--- config.mk ---
export PLATFORM = sky130hd
export DESIGN_NAME = cbt_bit_timing
export DESIGN_NICKNAME = d
export VERILOG_FILES = /design/src/rtl/cbt_pkg.sv /design/src/rtl/cbt_bit_timing.sv
export VERILOG_INCLUDE_DIRS = /design/src /design/src/rtl
export SDC_FILE = /design/constraint.sdc
export NUM_CORES = 1
export LEC_CHECK = 0
export BUFFER_PORTS_ARGS = -buffer_cell sky130_fd_sc_hd__buf_2
export CAP_MARGIN = 20
export CORE_MARGIN = 1
export CORE_UTILIZATION = 25
export DETAILED_ROUTE_END_ITERATION = 7
export PLACE_DENSITY_LB_ADDON = 0.08
export SYNTH_ARGS = -nofsm -noshare
export SYNTH_HDL_FRONTEND = slang
export SYNTH_SLANG_ARGS = --single-unit
--- constraint.sdc ---
create_clock -name clock -period 6.1 [get_ports clock]
set_input_delay 0 -clock clock [delete_from_list [all_inputs] [get_ports clock]]
set_output_delay 0 -clock clock [all_outputs]
set_load 0.005 [all_outputs]
--- src/rtl/cbt_defs.svh ---
// Named constants for the CAN bit timing block.
// Assumes all quanta figures are 5-bit wide and the bus is active-low dominant.
`ifndef CBT_DEFS_SVH
`define CBT_DEFS_SVH

// One quantum: length of the sync segment and the field offset
`define CBT_ONE_TQ 5'h01
// Fixed processing interval after the sample point
`define CBT_PROC_TQ 5'h02
// Legal span of the nominal bit time
`define CBT_BIT_MIN_TQ 5'h08
`define CBT_BIT_MAX_TQ 5'h19
// Bus levels
`define CBT_RECESSIVE 1'b1
`define CBT_DOMINANT 1'b0
// Counter clear values
`define CBT_CNT_ZERO 5'h00
`define CBT_PRESC_ZERO 6'h00

`endif

--- src/rtl/cbt_pkg.sv ---
// Types shared by the CAN bit timing block and its surroundings.
// Assumes the defs header supplies all numeric constants.
package cbt_pkg;

  // Bit timing settings as written by the configuring host
  typedef struct packed {
    logic [5:0] quantum_prescale;
    logic [1:0] jump_width;
    logic [2:0] propagation_length;
    logic [2:0] first_phase_length;
    logic [2:0] second_phase_length;
    logic triple_sample_select;
    logic second_phase_source;
  } cbt_timing_cfg_t;

  // Segments of the nominal bit
  typedef enum logic [2:0] {
    CBT_IDLE = 3'b000,
    CBT_SYNC = 3'b001,
    CBT_PROP = 3'b010,
    CBT_PH1 = 3'b011,
    CBT_PH2 = 3'b100
  } cbt_seg_t;

  // State reported to the protocol engine
  typedef struct packed {
    cbt_seg_t segment;
    logic [4:0] bit_quanta;
    logic bit_quanta_ok;
    logic hard_sync;
    logic resync;
  } cbt_status_t;

endpackage

--- src/rtl/cbt_bit_timing.sv ---
// Bit timing and digital phase tracker of a CAN controller.
// Assumes one oscillator clock, an asynchronous receive pin, and a protocol
// engine on the same clock that reports bus idle and own dominant transmission.
`timescale 1ns/1ps
`include "cbt_defs.svh"

module cbt_bit_timing
  import cbt_pkg::*;
(
  // Clock and reset
  input wire logic clock,
  input wire logic rst_n,
  // Configuration from the host register file
  input wire logic config_mode,
  input wire cbt_timing_cfg_t timing_cfg,
  // Protocol engine hints
  input wire logic bus_idle,
  input wire logic transmitting_dominant,
  // Transceiver receive pin
  input wire logic bus_receive_line,
  // Bit stream to the protocol engine
  output logic sample_strobe,
  output logic sample_value,
  output logic bit_start,
  output cbt_status_t status
);

  // Larger of two quanta counts
  function automatic logic [4:0] cbt_max(input logic [4:0] a, input logic [4:0] b);
    cbt_max = (a > b) ? a : b;
  endfunction

  cbt_timing_cfg_t cfg; // Settings in force
  logic rx_meta; // First synchroniser stage
  logic rx_sync; // Second synchroniser stage
  logic rx_prev; // Previous synchronised level
  cbt_seg_t seg; // Current segment
  logic [4:0] seg_cnt; // Whole quanta elapsed in segment
  logic [5:0] presc_cnt; // Oscillator cycles in half quantum
  logic half_phase; // Second half of the quantum
  logic [4:0] ph1_ext; // Lengthening of first phase
  logic [4:0] ph2_cut; // Shortening of second phase
  logic synced_bit; // A sync already took place this bit
  logic last_sample; // Bus value at previous sample point
  logic [1:0] early_samples; // Samples at SP-Tq and SP-Tq/2

  // Next values
  cbt_seg_t next_seg;
  logic [4:0] next_cnt;
  logic [4:0] next_ext;
  logic [4:0] next_cut;
  logic next_synced;
  logic next_bit_start;

  // Settings are frozen outside configuration mode so that a host write
  // during traffic cannot tear a bit in half.
  always_ff @(posedge clock or negedge rst_n)
  begin
    if (!rst_n)
      cfg <= '0;
    else if (config_mode)
      cfg <= timing_cfg;
  end

  // Two-stage synchroniser on the pin, then one stage for edge detection
  always_ff @(posedge clock or negedge rst_n)
  begin
    if (!rst_n)
    begin
      rx_meta <= `CBT_RECESSIVE;
      rx_sync <= `CBT_RECESSIVE;
      rx_prev <= `CBT_RECESSIVE;
    end
    else
    begin
      rx_meta <= bus_receive_line;
      rx_sync <= rx_meta;
      rx_prev <= rx_sync;
    end
  end

  // Segment lengths in quanta
  wire [4:0] prop_len = {2'b00, cfg.propagation_length} + `CBT_ONE_TQ;
  wire [4:0] ph1_len = {2'b00, cfg.first_phase_length} + `CBT_ONE_TQ;
  wire [4:0] ph2_field = {2'b00, cfg.second_phase_length} + `CBT_ONE_TQ;
  wire [4:0] jump_tq = {3'b000, cfg.jump_width} + `CBT_ONE_TQ;
  // Field mode still honours the two-quantum processing floor
  wire [4:0] ph2_len = cfg.second_phase_source ? cbt_max(ph2_field, `CBT_PROC_TQ)
                                               : cbt_max(ph1_len, `CBT_PROC_TQ);
  // Nominal bit length; the host is trusted to keep it in range and rate
  wire [4:0] bit_quanta = `CBT_ONE_TQ + prop_len + ph1_len + ph2_len;
  wire bit_quanta_ok = (bit_quanta >= `CBT_BIT_MIN_TQ) && (bit_quanta <= `CBT_BIT_MAX_TQ);

  // Prescaler: half a quantum is prescale+1 oscillator cycles
  wire half_tick = (seg != CBT_IDLE) && (presc_cnt == cfg.quantum_prescale);
  wire tq_tick = half_tick && half_phase;

  // Only a recessive-to-dominant edge carries timing
  wire fall_edge = (rx_prev == `CBT_RECESSIVE) && (rx_sync == `CBT_DOMINANT);
  // Edge counts only if it changes the value seen at the last sample point,
  // and only once per bit
  wire sync_ok = fall_edge && (last_sample == `CBT_RECESSIVE) && !synced_bit;

  // Where the edge fell
  wire in_pos = (seg == CBT_PROP) || (seg == CBT_PH1);
  wire in_neg = (seg == CBT_PH2);
  // Positive error: quanta since sync end; negative: quanta left in the bit
  wire [4:0] pos_err = (seg == CBT_PROP) ? (seg_cnt + `CBT_ONE_TQ)
                                         : (prop_len + seg_cnt + `CBT_ONE_TQ);
  wire [4:0] ph2_end = ph2_len - ph2_cut;
  wire [4:0] neg_err = ph2_end - seg_cnt;

  // Hard sync while idle; bars resync in the same bit
  wire hard = sync_ok && ((seg == CBT_IDLE) || bus_idle);
  // Resync candidates; an edge in the sync segment has zero error
  wire resync_ok = sync_ok && !hard && ((in_pos && !transmitting_dominant) || in_neg);
  wire small_err = (in_pos && (pos_err <= jump_tq)) || (in_neg && (neg_err <= jump_tq));
  wire restart = hard || (resync_ok && small_err);
  wire lengthen = resync_ok && in_pos && !small_err;
  wire shorten = resync_ok && in_neg && !small_err;

  // Effective first phase end includes a lengthening taken this cycle
  wire [4:0] ext_now = lengthen ? jump_tq : ph1_ext;
  wire [4:0] cut_now = shorten ? jump_tq : ph2_cut;
  wire [4:0] ph1_end = ph1_len + ext_now;
  wire [4:0] ph2_stop = ph2_len - cut_now;

  // Length of the running segment
  wire [4:0] cur_len = (seg == CBT_SYNC) ? `CBT_ONE_TQ :
                       (seg == CBT_PROP) ? prop_len :
                       (seg == CBT_PH1) ? ph1_end : ph2_stop;
  wire seg_done = tq_tick && ((seg_cnt + `CBT_ONE_TQ) == cur_len);

  // Sample point is the end of the first phase
  wire samp_now = seg_done && (seg == CBT_PH1) && !restart;
  // Majority of the samples at SP-Tq, SP-Tq/2 and SP
  wire majority = (early_samples[1] & early_samples[0]) |
                  (early_samples[1] & rx_sync) |
                  (early_samples[0] & rx_sync);
  wire samp_val = cfg.triple_sample_select ? majority : rx_sync;

  // Segment sequencing and phase adjustment
  always_comb
  begin
    next_seg = seg;
    next_cnt = seg_cnt;
    next_ext = ph1_ext;
    next_cut = ph2_cut;
    next_synced = synced_bit;
    next_bit_start = 1'b0;
    if (restart)
    begin
      // Edge now lies in a fresh sync segment
      next_seg = CBT_SYNC;
      next_cnt = `CBT_CNT_ZERO;
      next_ext = `CBT_CNT_ZERO;
      next_cut = `CBT_CNT_ZERO;
      next_synced = 1'b1;
      next_bit_start = 1'b1;
    end
    else
    begin
      // Adjustments last until the end of this bit
      if (lengthen)
      begin
        next_ext = jump_tq;
        next_synced = 1'b1;
      end
      if (shorten)
      begin
        next_cut = jump_tq;
        next_synced = 1'b1;
      end
      if (seg_done)
      begin
        next_cnt = `CBT_CNT_ZERO;
        case (seg)
          CBT_SYNC: next_seg = CBT_PROP;
          CBT_PROP: next_seg = CBT_PH1;
          CBT_PH1: next_seg = CBT_PH2;
          CBT_PH2:
          begin
            // Bit ends: adjustments and sync lock expire
            next_seg = CBT_SYNC;
            next_ext = `CBT_CNT_ZERO;
            next_cut = `CBT_CNT_ZERO;
            next_synced = 1'b0;
            next_bit_start = 1'b1;
          end
          default: next_seg = CBT_IDLE;
        endcase
      end
      else if (tq_tick)
        next_cnt = seg_cnt + `CBT_ONE_TQ;
    end
  end

  // Segment state; held idle from reset until the first hard sync
  always_ff @(posedge clock or negedge rst_n)
  begin
    if (!rst_n)
    begin
      seg <= CBT_IDLE;
      seg_cnt <= `CBT_CNT_ZERO;
      ph1_ext <= `CBT_CNT_ZERO;
      ph2_cut <= `CBT_CNT_ZERO;
      synced_bit <= 1'b0;
    end
    else
    begin
      seg <= next_seg;
      seg_cnt <= next_cnt;
      ph1_ext <= next_ext;
      ph2_cut <= next_cut;
      synced_bit <= next_synced;
    end
  end

  // Prescaler restarts with the bit so the edge sits at the quantum start
  always_ff @(posedge clock or negedge rst_n)
  begin
    if (!rst_n)
    begin
      presc_cnt <= `CBT_PRESC_ZERO;
      half_phase <= 1'b0;
    end
    else if (restart || (seg == CBT_IDLE))
    begin
      presc_cnt <= `CBT_PRESC_ZERO;
      half_phase <= 1'b0;
    end
    else if (half_tick)
    begin
      presc_cnt <= `CBT_PRESC_ZERO;
      half_phase <= !half_phase;
    end
    else
      presc_cnt <= presc_cnt + 6'h01;
  end

  // Half-quantum sample history for triple sampling
  always_ff @(posedge clock or negedge rst_n)
  begin
    if (!rst_n)
      early_samples <= {`CBT_RECESSIVE, `CBT_RECESSIVE};
    else if (half_tick)
      early_samples <= {early_samples[0], rx_sync};
  end

  // Sampled bit; recessive until the first sample so an idle bus reads idle
  always_ff @(posedge clock or negedge rst_n)
  begin
    if (!rst_n)
      last_sample <= `CBT_RECESSIVE;
    else if (samp_now)
      last_sample <= samp_val;
  end

  // Registered strobes and status toward the protocol engine
  always_ff @(posedge clock or negedge rst_n)
  begin
    if (!rst_n)
    begin
      sample_strobe <= 1'b0;
      bit_start <= 1'b0;
      status <= '0;
    end
    else
    begin
      sample_strobe <= samp_now;
      bit_start <= next_bit_start;
      status.segment <= next_seg;
      status.bit_quanta <= bit_quanta;
      status.bit_quanta_ok <= bit_quanta_ok;
      status.hard_sync <= hard;
      status.resync <= resync_ok;
    end
  end

  // The strobe value is the flop that also feeds edge qualification
  assign sample_value = last_sample;
endmodule

Yosys cells after proc, flatten, opt, wreduce, memory -nomap -nowiden
Index checks and enable logic that the tools add are counted.
{"block": "word_totals", "input_bits": 25, "output_inout_bits": 14, "ff_bits": 61, "wordCells": 129}
{"block": "classes", "n_reduce_logical": 37, "n_eq_ne": 6, "mux": 34, "bitwise_logic": 6, "add_sub_neg": 15, "magnitude_cmp": 6}
{"cell": "$mux W5", "count": 15}
{"cell": "$logic_and A1 B1 Y1", "count": 20}
{"cell": "$add A3 B1 Y4 const B", "count": 3}
{"cell": "$mux W4", "count": 3}
{"cell": "$mux W6", "count": 2}
{"cell": "$pmux W3 S4", "count": 1}
{"cell": "$mux W1", "count": 11}
{"cell": "$add A4 B5 Y5", "count": 2}
{"cell": "$add A5 B1 Y5 const B", "count": 2}
{"cell": "$add A5 B4 Y5", "count": 2}
{"cell": "$le A5 B3 Y1", "count": 2}
{"cell": "$sub A4 B5 Y5", "count": 2}
{"cell": "$gt A4 B2 Y1 const B", "count": 2}
{"cell": "$add A6 B1 Y6 const B", "count": 1}
{"cell": "$eq A3 B2 Y1 const B", "count": 2}
{"cell": "$eq A6 B6 Y1", "count": 1}
{"cell": "$logic_not A1 Y1", "count": 6}
{"cell": "$logic_or A1 B1 Y1", "count": 6}
{"cell": "$mux W3", "count": 2}
{"cell": "$reduce_bool A3 Y1", "count": 2}
{"cell": "$add A1 B4 Y5 const A", "count": 1}
{"cell": "$eq A5 B5 Y1", "count": 1}
{"cell": "$ge A5 B4 Y1 const B", "count": 1}
{"cell": "$le A5 B5 Y1 const B", "count": 1}
{"cell": "9 further kinds", "count": 13}

Depth between registers and ports, before layout
Gate-level depths: netlist (run 1).
{"block": "logic_depth", "depth_word": 20, "depth_mapped": 30, "depth_no_buf": 29}

Worst setup path before layout (run 1)
OpenSTA, ideal clock, no wires.
{"block": "synth_timing", "kind": "register -> register", "startpoint": "reg cfg[5] (netlist name)", "endpoint": "reg last_sample (netlist: sample_value)", "arrival_ns": 6.245, "path_buffers": 1, "required_time_ns": 6.015, "path_stages_with_launch": 29, "setup_time_ns": 0.085, "period_less_slack_ns": 6.330, "path_slack_ns": -0.230, "cell_sequence": "dfrtp_1 > ha_1 > xor2_1 > clkbuf_1 > nor2_1 > o32a_1 > inv_1 > fa_1 > fa_1 > ha_1 > nor2b_1 > o21ai_0 > a32oi_1 > nor4_1 > o211ai_1 > nand3_1 > o21ai_0 > ha_1 > fa_1 > nor2b_1 > o21ai_0 > nand2b_1 > xor2_1 > nor2_1 > a32o_2 > or3_1 > a2111o_1 > nor3_2 > mux2_1"}
{"block": "synth_via", "elab_chain_cells": 20, "word_cells_on_any_way": 26, "cone_classes": "add/sub (5); order compare (2); eq/ne (1); mux (7); reduce/logical (11)"}
{"element": "from (decl)", "line_no": "cbt_bit_timing.sv:33", "source": "cbt_timing_cfg_t cfg;"}
{"element": "from (signal assigned)", "line_no": "cbt_bit_timing.sv:62", "source": "cfg <= timing_cfg;"}
{"element": "$add A3 B1 Y4 (no source line) *"}
{"element": "$gt A4 B2 Y1", "line_no": "cbt_bit_timing.sv:30", "source": "cbt_max = (a > b) ? a : b;"}
{"element": "$mux W4", "line_no": "cbt_bit_timing.sv:30"}
{"element": "$mux W4", "line_no": "cbt_bit_timing.sv:88", "source": "wire [4:0] ph2_len = cfg.second_phase_source ? cbt_max(ph2_field, `CBT_PROC_TQ)"}
{"element": "$sub A4 B5 Y5", "line_no": "cbt_bit_timing.sv:110", "source": "wire [4:0] ph2_end = ph2_len - ph2_cut;"}
{"element": "$sub A5 B5 Y5", "line_no": "cbt_bit_timing.sv:111", "source": "wire [4:0] neg_err = ph2_end - seg_cnt;"}
{"element": "$le A5 B3 Y1", "line_no": "cbt_bit_timing.sv:117", "source": "wire small_err = (in_pos && (pos_err <= jump_tq)) || (in_neg && (neg_err <= jump_tq));"}
{"element": "$logic_and A1 B1 Y1", "line_no": "cbt_bit_timing.sv:117"}
{"element": "[5 not listed]"}
{"element": "$mux W5", "line_no": "cbt_bit_timing.sv:131", "source": "(seg == CBT_PH1) ? ph1_end : ph2_stop;"}
{"element": "$mux W5", "line_no": "cbt_bit_timing.sv:130", "source": "(seg == CBT_PROP) ? prop_len :"}
{"element": "$mux W5", "line_no": "cbt_bit_timing.sv:129", "source": "wire [4:0] cur_len = (seg == CBT_SYNC) ? `CBT_ONE_TQ :"}
{"element": "$eq A5 B5 Y1", "line_no": "cbt_bit_timing.sv:132", "source": "wire seg_done = tq_tick && ((seg_cnt + `CBT_ONE_TQ) == cur_len);"}
{"element": "$logic_and A1 B1 Y1", "line_no": "cbt_bit_timing.sv:132"}
{"element": "$logic_and A1 B1 Y1", "line_no": "cbt_bit_timing.sv:135", "source": "wire samp_now = seg_done && (seg == CBT_PH1) && !restart;"}
{"element": "$logic_and A1 B1 Y1 *", "line_no": "cbt_bit_timing.sv:135"}
{"element": "via samp_now", "line_no": "cbt_bit_timing.sv:135"}
{"element": "to (signal assigned)", "line_no": "cbt_bit_timing.sv:254", "source": "last_sample <= `CBT_RECESSIVE;"}
{"element": "to (signal assigned)", "line_no": "cbt_bit_timing.sv:256", "source": "last_sample <= samp_val;"}
{"element": "to (decl)", "line_no": "cbt_bit_timing.sv:44", "source": "logic last_sample;"}
The timed path passes the listed nets; every way through them passes the cells marked *.
A chain may end at the register's enable or synchronous reset.

Final worst setup path (run 1)
Ends and elaborated chain as after synthesis.

==> results of run 1 <==
## repair_timing
item,in CTS,in global routing
pin swaps,6,20
setup endpoints to repair,17,21
hold endpoints to repair,77,0
gates resized for setup,5,41
hold buffers,22,0
buffers inserted,1,6
## worst max-delay path: stages (launching register included)
cell,delay [ns]
dfrtp_2,0.45
ha_4,0.18
xor2_2,0.15
nor2_1,0.11
o32a_1,0.19
inv_2,0.05
fa_2,0.40
fa_2,0.58
ha_4,0.21
nor2b_4,0.12
o21ai_1,0.11
a32oi_1,0.07
nor4_1,0.22
o211ai_1,0.16
nand3_2,0.16
o21ai_2,0.08
ha_2,0.20
fa_2,0.38
nor2b_1,0.13
o21ai_1,0.07
nand2b_1,0.11
xor2_1,0.15
nor2_1,0.05
a32o_2,0.25
or3_4,0.40
a2111o_1,0.41
nor3_2,0.24
mux2_4,0.32
## per-stage QoR
stage,cells,util (%),power (mW)
floorplan,441,-,1.185
global placement,738,30.64,1.473
detailed placement,738,30.64,1.471
CTS,777,33.97,2.040
global route,783,35.30,2.264
finish,783,35.30,2.089
## cells in the final DEF, fill, tap and decap left out, drive strengths merged, types with 3 or more instances in the layout
cell,count
nand3,17
inv,33
nor3,9
nand2,28
o21ai,20
or3,3
ha,35
nor3b,8
nor2,33
nand2b,8
nor2b,5
xnor2,18
dfstp,6
and3,4
xor2,18
a211o,3
o211ai,4
clkinv,3
mux2i,4
a21oi,26
a21o,12
nor4,4
and2,3
clkbuf,9
a31oi,5
mux2,21
fa,10
o21a,5
a211oi,3
dlygate4sd3,22
dfrtp,55
buf,98
a21boi,3
nand4,4
## layer usage
metal	track usage, %	vias up	routed length, µm
met1	20.28	1710	6033
met2	23.51	42	5979
met4	6.066	0	230
met3	1.954	14	223
met5	0	-	0
li1	-	1791	-
## registers in the layout (all words and copies together), names as in the netlist, 2 cells and up
register,count
ph1_ext,5
cfg,19
early_samples,2
seg_cnt,5
status,11
ph2_cut,5
presc_cnt,6
## power groups by stage
stage	Sequential, mW	Clock (mW)	Combinational (mW)
2_1_floorplan	0.543	0	0.643
3_3_place_gp	0.558	0	0.915
3_5_place_dp	0.559	0	0.912
4_1_cts	0.552	0.552	0.936
5_1_grt	0.564	0.570	1.13
6_report	0.552	0.532	1.01
## how the worst max path moves through the flow
stage	startpoint	to	slack, ns	cells past startpoint
6_report	cfg[5]$_DFFE_PN0P_	sample_value$_DFFE_PN1P_	0.07	27
5_1_grt	cfg[6]$_DFFE_PN0P_	ph2_cut[2]$_DFF_PN0_	-0.26	30
4_1_cts	cfg[2]$_DFFE_PN0P_	sample_value$_DFFE_PN1P_	0.02	27
3_5_place_dp	cfg[2]$_DFFE_PN0P_	status[10]$_DFFE_PN0P_	-0.14	29
3_3_place_gp	cfg[2]$_DFFE_PN0P_	sample_value$_DFFE_PN1P_	-0.04	27
2_1_floorplan	cfg[5]$_DFFE_PN0P_	sample_value$_DFFE_PN1P_	0.004	28
## cells by family after synthesis
kind of cell	count (synthesis)	share of synthesized area, %
xor gates and xnor gates	36	7.383
muxes	25	6.475
AOI/OAI and AO/OA	95	14.94
DFF	61	35.92
buffers and inverters	45	4.073
and+or+nand+nor	134	16.26
adders and majority gates	45	14.94
## cell type report
class,instances,area (µm²),area share (%)
Inverter,31,116.4,1.981
Multi-Input combinational cell,335,2753,46.86
Clock buffer,9,225.2,3.834
Sequential cell,61,1535,26.13
Timing Repair Buffer,120,888.4,15.12
Clock inverter,7,81.33,1.384
Tap cell,220,275.3,4.686
==> metrics.csv, run 1 <==
metric;value;unit
initial antenna violation count;0;
Pint;1.294;mW
WL/cell;15.92;µm
Setup WS pre-CTS;-0.1430;ns
Placed Area;5099;µm²
Avg Vias per Cell;4.543;
mean post-synth cell area;9.683;µm²
DRC;0;
nets@finish;628;
RSZ-0062 raised after global routing;yes;
endpoints failing setup;0;
core area;16640;µm²
clk sink count;61;
cell area after synthesis;4270;µm²
setup TNS;0;ns
top-area cell type share of the netlist area;32.23;%
layout filler cell count;1757;
Synth Flop Type;dfrtp_1;
kind of critical path;reg2reg;
register bit total from synthesis;61;
Yosys cell types;62;
hold path depth;3;
drt total wl;12.47;mm
CTS tree;built;
sequential-to-total area share from yosys stat;35.92;%
share of cells above drive strength 1;33.21;%
root buffer cell;clkbuf_16;
sw frac;38.03;%
Worst setup SP type;flop;
Hold Path End;status[0]$_DFF_PN0_;
largest net degree at the start of global routing;62;
fin worst setup slack;0.07085;ns
Power Dens Cells;355.6;nW/µm²
die width;132.7;µm
GR Util All Layers;14.82;%
Worst Path Required;6.37;ns
Post-synth EDFFs;0;
crit end category;flop;
Register-to-Register Path Depth;27;
P&R area growth vs syn;37.56;%
list of most frequent post-synthesis cells;55 x dfrtp_1, 35 x ha_1, 32 x nor2_1, 30 x inv_1, 27 x nand2_1;
area leader, netlist;dfrtp_1;
fin crit period;6.029;ns
H-tree depth;3;
post-route design area;5874;µm²
maximum VDD drop;0.2031;mV
Die Area;17610;µm²
GRT overflow;0;
DRT iter0 DRCs;173;
WHS;0.04598;ns
hold path start;transmitting_dominant;
Lkg Pwr;2.666;nW
crit-path max FO;5;
period utilisation layout;98.84;%
worst rel slew slack;45.32;%
worst path arrival time;6.30;ns
Top Ports;39;
worst r2r src;cfg[5]$_DFFE_PN0P_;
Reg2Reg Capture Point;sample_value$_DFFE_PN1P_;
Final GP Congestion;0.8137;
sequential share of power;26.4;%
worst slew pin tran;0.8202;ns
Yosys warning total;0;
clock share of power;25.4;%
final count of hold timing violations;0;
Slew Limit Fails;0;
ys async rst share;100.0;%
Max-Cap Viols;0;
DP HPWL;9.366;mm
Synth Net Count;511;
Post-Synthesis Cells;441;
placement row count;47;
clock latency on the worst-skew pair;0.34;ns
Hold WC Path Type;in2reg;
Num CTS Buffers;9;
total iterations of the first detailed-routing run;5;
top achievable clock speed;0.1659;GHz
CTS clk-pin slew, worst paths;0.06;ns
setup slack, reg-to-reg;0.07;ns
Die H;132.7;µm
most area-consuming cells after synthesis;dfrtp_1 32%, ha_1 10%, mux2_2 5.3%;
vias;3557;
Final ANT Viol Nets;0;
port bufs;38;
Initial Utilization;25.66;%
ANT cells;0;
status;complete, no violations;
most frequent cell after synthesis;dfrtp_1;
Comb pwr share;48.1;%
P_sw;0.7946;mW
first-pass GRT wire length;19.91;mm
vias in the first global route;3525;
Max Root-Sink Buffers;2;
Fin Clk Skew;0.007521;ns
(Power assumes the default switching activity.)
==> run 2: changes to the inputs <==
--- a/config.mk
+++ b/config.mk
@@ -10,6 +10,7 @@
 export CAP_MARGIN = 20
 export CORE_MARGIN = 1
 export CORE_UTILIZATION = 25
+export CTS_CLUSTER_SIZE = 8
 export DETAILED_ROUTE_END_ITERATION = 7
 export PLACE_DENSITY_LB_ADDON = 0.08
 export SYNTH_ARGS = -nofsm -noshare
==> constraint.sdc (replaced) <==
create_clock -name clock -period 6.45 [get_ports clock]
set_input_delay 0 -clock clock [delete_from_list [all_inputs] [get_ports clock]]
set_output_delay 0 -clock clock [all_outputs]
set_load 0.005 [all_outputs]
==> metrics.csv, run 2 (synthesized netlist as in run 1, its figures left out) <==
metric;value;unit;change
share of cells above drive strength 1;27.37;%;was 33.21%
root buffer cell;clkbuf_16;;unchanged
drt total wl;12.23;mm;was 12.47 mm
CTS tree;built;;unchanged
largest net degree at the start of global routing;62;;unchanged
max reg flops;19;;unchanged
Avg Vias per Cell;4.631;;was 4.543
GRT overflow;0;;unchanged
core area;16640;µm²;unchanged
crit-path max FO;4;;was 5
crit end category;flop;;unchanged
WL/cell;16.15;µm;was 15.92 µm
top flop regs;cfg (19), status (11), presc_cnt (6);;unchanged
kind of critical path;reg2reg;;unchanged
period utilisation layout;95.08;%;was 98.84%
Worst setup SP type;flop;;unchanged
DRT iter0 DRCs;134;;was 173
total iterations of the first detailed-routing run;4;;was 5
utilization after layout;33.43;%;was 35.30%
top achievable clock speed;0.1631;GHz;was 0.1659 GHz
worst rel slew slack;45.39;%;was 45.32%
Die H;132.7;µm;unchanged
first-pass GRT wire length;19.78;mm;was 19.91 mm
maximum VDD drop;0.1880;mV;was 0.2031 mV
Power Dens Cells;338.2;nW/µm²;was 355.6 nW/µm²
Power Total;1.882;mW;was 2.089 mW
fin crit period;6.133;ns;was 6.029 ns
vias in the first global route;3620;;was 3,525
Setup WS pre-CTS;-0.03923;ns;was -0.1430 ns
Top Ports;39;;unchanged
GR Util All Layers;14.94;%;was 14.82%
Worst Path Required;6.71;ns;was 6.37 ns
fin worst setup slack;0.3171;ns;was 0.07085 ns
Final GP Congestion;0.7974;;was 0.8137
worst path arrival time;6.40;ns;was 6.30 ns
setup slack, reg-to-reg;0.32;ns;was 0.07 ns
Final ANT Viol Nets;0;;unchanged
P&R area growth vs syn;30.30;%;was 37.56%
clock latency on the worst-skew pair;0.34;ns;about the same
status;complete, no violations;;unchanged
clk sink count;61;;unchanged
placement row count;47;;unchanged
worst slew pin tran;0.8191;ns;was 0.8202 ns
slowest CP cell;or4_4;;was fa_2
DRC;0;;unchanged
nets@finish;602;;was 628
Fin Clk Skew;0.004760;ns;was 0.007521 ns
Num CTS Buffers;9;;unchanged
Lkg Pwr;2.520;nW;was 2.666 nW
final count of hold timing violations;0;;unchanged
slowest stage delay, CP;0.52;ns;was 0.58 ns
die width;132.7;µm;unchanged
Max Root-Sink Buffers;2;;unchanged
Die Area;17610;µm²;unchanged
port bufs;38;;unchanged
DP HPWL;9.446;mm;was 9.366 mm
CTS clk-pin slew, worst paths;0.06;ns;about the same
commonest non-fill, non-tap cell in the layout;dfrtp_1;;was buf_4
endpoints failing setup;0;;unchanged
Max-Cap Viols;0;;unchanged
most frequent cells in the layout;53 x dfrtp_1, 38 x buf_2, 33 x buf_4;;was 55 x buf_4, 54 x dfrtp_1, 38 x buf_2
vias;3506;;was 3,557
Initial Utilization;25.66;%;unchanged
Slew Limit Fails;0;;unchanged
ANT cells;0;;unchanged
H-tree depth;3;;unchanged
initial antenna violation count;0;;unchanged
Top reg by flops;cfg;;unchanged
Hold WC Path Type;in2reg;;unchanged
run 2: changes by cell type in the layout (fill, tap and decap cells not counted), moves of 2 or more:
cell and delta:
buf_4 -22, nor4_1 +2, inv_6 -2, clkinvlp_4 +2, a21oi_2 -4, clkinv_4 -3
buf_6 -3, clkinv_2 +2, a21oi_1 +3, nor2_1 +2, nor2_2 -2
run 2: final timing paths:
kind / start / to / cells after the start
setup reg to reg: cfg[6]$_DFFE_PN0P_ / ph2_cut[2]$_DFF_PN0_ / 31
hold reg to reg: rx_meta$_DFF_PN1_ / rx_sync$_DFF_PN1_ / 0
setup / recovery: cfg[6]$_DFFE_PN0P_ / ph2_cut[2]$_DFF_PN0_ / 31
min in group asynchronous: rst_n / seg_cnt[0]$_DFFE_PN0P_ / 3
hold / removal: transmitting_dominant / status[0]$_DFF_PN0_ / 3
max in group asynchronous: rst_n / cfg[5]$_DFFE_PN0P_ / 3
run 2: metrics by stage:
step	std cells	hold WS [ns]	cell area, µm²	TNS, ns
5_1_grt	757	0.06123	5564	-0.1227
2_1_floorplan	441	-0.2956	4270	0
4_1_cts	751	0.04031	5413	0
3_5_place_dp	712	0.1106	4881	-0.06843
6_report	757	0.05287	5564	0
3_3_place_gp	712	0.1058	4881	0
run 2: final cells by class:
class,instances,area [µm²]
multi-input cells,335,2665
repair buffers,94,669.4
fillers,1714,11080
clock buffers,10,239.0
clock inverters,6,62.56
inverters,31,116.4
well taps,220,275.3
flip-flops and latches,61,1536
run 2: metal layers:
| layer | track usage, % | vias up | wire length, µm |
|---|---|---|---|
| li1 | - | 1743 | - |
| met1 | 19.85 | 1707 | 5993 |
| met2 | 23.92 | 43 | 5725 |
| met3 | 2.720 | 13 | 281 |
| met4 | 6.003 | 0 | 225 |
| met5 | 0 | - | 0 |
run 2: critical path: cells and delay by family, from the launching register on:
family | cells | cell delay, ns
flops | 1 | 0.43
simple gates | 10 | 1.37
xor+xnor | 1 | 0.14
fa+ha+maj | 5 | 1.83
compound gates | 9 | 1.53
buf+inv | 6 | 0.72
run 2: power breakdown:
group	total (mW)	internal [mW]	switching, mW
Clock	0.493	0.308	0.185
Combinational	0.863	0.415	0.448
Sequential	0.526	0.459	0.0675
run 2: repair_timing:
action	CTS	global route
endpoints found under the setup margin	3	22
pin swaps	4	14
resized for setup	1	26
setup buffers	1	6
hold endpoints to repair	77	0
hold buffers	22	0
gates cloned	0	0
==> run 3: changes to the inputs <==
--- a/config.mk
+++ b/config.mk
@@ -13,6 +13,7 @@
 export CTS_CLUSTER_SIZE = 8
 export DETAILED_ROUTE_END_ITERATION = 7
 export PLACE_DENSITY_LB_ADDON = 0.08
+export RECOVER_POWER = 50
 export SYNTH_ARGS = -nofsm -noshare
 export SYNTH_HDL_FRONTEND = slang
 export SYNTH_SLANG_ARGS = --single-unit
==> metrics.csv, run 3 (synthesized netlist as in run 1, its figures left out) <==
metric;value;unit;change
status;complete, no violations;;unchanged
worst r2r src;cfg[6]$_DFFE_PN0P_;;unchanged
layout filler cell count;1718;;was 1,714
Top reg by flops;cfg;;unchanged
crit end category;flop;;unchanged
vias;3502;;was 3,506
Die Area;17610;µm²;unchanged
Setup WS pre-CTS;-0.03923;ns;unchanged
core area;16640;µm²;unchanged
Die H;132.7;µm;unchanged
Initial Utilization;25.66;%;unchanged
Power Dens Cells;338.3;nW/µm²;was 338.2 nW/µm²
DP HPWL;9.446;mm;unchanged
commonest non-fill, non-tap cell in the layout;dfrtp_1;;unchanged
port bufs;38;;unchanged
root buffer cell;clkbuf_16;;unchanged
vias in the first global route;3620;;unchanged
Final ANT Viol Nets;0;;unchanged
setup slack, reg-to-reg;0.32;ns;about the same
DRC;0;;unchanged
H-tree depth;3;;unchanged
ANT cells;0;;unchanged
fin crit period;6.133;ns;about the same
Hold WC Path Type;in2reg;;unchanged
post-route design area;5557;µm²;was 5564 µm²
final count of hold timing violations;0;;unchanged
Worst setup SP type;flop;;unchanged
placement row count;47;;unchanged
Max Root-Sink Buffers;2;;unchanged
share of cells above drive strength 1;26.07;%;was 27.37%
top flop regs;cfg (19), status (11), presc_cnt (6);;unchanged
slowest CP cell;or4_4;;unchanged
most frequent cells in the layout;53 x dfrtp_1, 33 x buf_4, 32 x nor2_1, 32 x buf_2, 29 x ha_1;;was 53 x dfrtp_1, 38 x buf_2, 33 x buf_4
CTS clk-pin slew, worst paths;0.06;ns;about the same
clk sink count;61;;unchanged
period utilisation layout;95.08;%;about the same
slowest stage delay, CP;0.52;ns;about the same
Placed Area;4881;µm²;unchanged
Final GP Congestion;0.7974;;unchanged
clock latency on the worst-skew pair;0.34;ns;about the same
drt total wl;12.23;mm;about the same
kind of critical path;reg2reg;;unchanged
maximum VDD drop;0.1880;mV;about the same
worst path arrival time;6.40;ns;about the same
hold path start;transmitting_dominant;;unchanged
Max-Cap Viols;0;;unchanged
DRT iter0 DRCs;143;;was 134
P&R area growth vs syn;30.12;%;was 30.30%
initial antenna violation count;0;;unchanged
Worst Path Required;6.71;ns;about the same
endpoints failing setup;0;;unchanged
Lkg Pwr;2.498;nW;was 2.520 nW
CTS tree;built;;unchanged
Avg Vias per Cell;4.626;;was 4.631
setup TNS;0;ns;unchanged
fin worst setup slack;0.3171;ns;about the same
total iterations of the first detailed-routing run;4;;unchanged
top achievable clock speed;0.1631;GHz;unchanged
Critical path origin;cfg[6]$_DFFE_PN0P_;;unchanged
worst rel slew slack;45.43;%;was 45.39%
Top Ports;39;;unchanged
WL/cell;16.15;µm;about the same
crit-path max FO;4;;unchanged
first-pass GRT wire length;19.78;mm;unchanged
GRT overflow;0;;unchanged
Num CTS Buffers;9;;unchanged
largest net degree at the start of global routing;62;;unchanged
Slew Limit Fails;0;;unchanged
worst slew pin tran;0.8185;ns;was 0.8191 ns
GR Util All Layers;14.94;%;unchanged
max reg flops;19;;unchanged
die width;132.7;µm;unchanged
WHS;0.05286;ns;was 0.05287 ns
nets@finish;602;;unchanged
utilization after layout;33.39;%;was 33.43%
Fin Clk Skew;0.004790;ns;was 0.004760 ns
## run 3: cell count changes in the layout (fill, tap and decap cells not counted), sizes merged
cell / previous run / this run
buf: 72 / 66
clkbuf: 10 / 16
## run 3: final timing paths
| path | end | cells after the start |
|---|---|---|
| max reg2reg | ph2_cut[2]$_DFF_PN0_ | 31 |
| min reg2reg | rx_sync$_DFF_PN1_ | 0 |
| min in group asynchronous | seg_cnt[0]$_DFFE_PN0P_ | 3 |
| max in group asynchronous | cfg[5]$_DFFE_PN0P_ | 3 |
| max | ph2_cut[2]$_DFF_PN0_ | 31 |
| min | status[0]$_DFF_PN0_ | 3 |
## run 3: timing repair
| item | 4_1_cts | 5_1_grt |
|---|---|---|
| resized for setup | 1 | 26 |
| endpoints found under the hold margin | 77 | 0 |
| hold buffers | 22 | 0 |
| buffers inserted | 1 | 6 |
| pin swaps | 4 | 14 |
| setup endpoints to repair | 3 | 22 |
## run 3: layout make-up
cell class | instances | area (µm²) | area share, %
clock buffer | 10 | 239.0 | 4.301
timing repair buffer | 94 | 661.9 | 11.91
sequential | 61 | 1536 | 27.65
tap | 220 | 275.3 | 4.954
clock inverter | 6 | 62.56 | 1.126
multi-input combinational | 335 | 2665 | 47.96
inverter | 31 | 116.4 | 2.094
## run 3: power breakdown
| group | internal (mW) | switching [mW] | total [mW] |
|---|---|---|---|
| logic | 0.412 | 0.448 | 0.860 |
| registers | 0.459 | 0.0679 | 0.527 |
| clock network | 0.308 | 0.185 | 0.493 |
## run 3: metal layers
metal  track usage (%)  vias up  part of all wire (%)  wire length, µm
met2             23.92       43                    47             5723
met4             6.003        0                   1.8              225
met3             2.720       13                   2.3              280
met1             19.85     1703                    49             5998
met5                 0        -                     0                0
li1                  -     1743                     -                -
## run 3: per-stage QoR
| step | instances | total power, mW |
|---|---|---|
| floorplan | 441 | 1.119 |
| global placement | 712 | 1.343 |
| detailed placement | 712 | 1.351 |
| CTS | 751 | 1.873 |
| global route | 757 | 2.035 |
| finish | 757 | 1.880 |
## run 3: worst max-delay path: cells and delay by family (launching register included)
kind | cells | cell delay (ns)
AO/OA/AOI/OAI | 9 | 1.53
XOR/XNOR | 1 | 0.14
buffers and inverters | 6 | 0.72
adder cells (fa/ha/maj) | 5 | 1.83
AND/OR/NAND/NOR | 10 | 1.37
flip-flops | 1 | 0.43
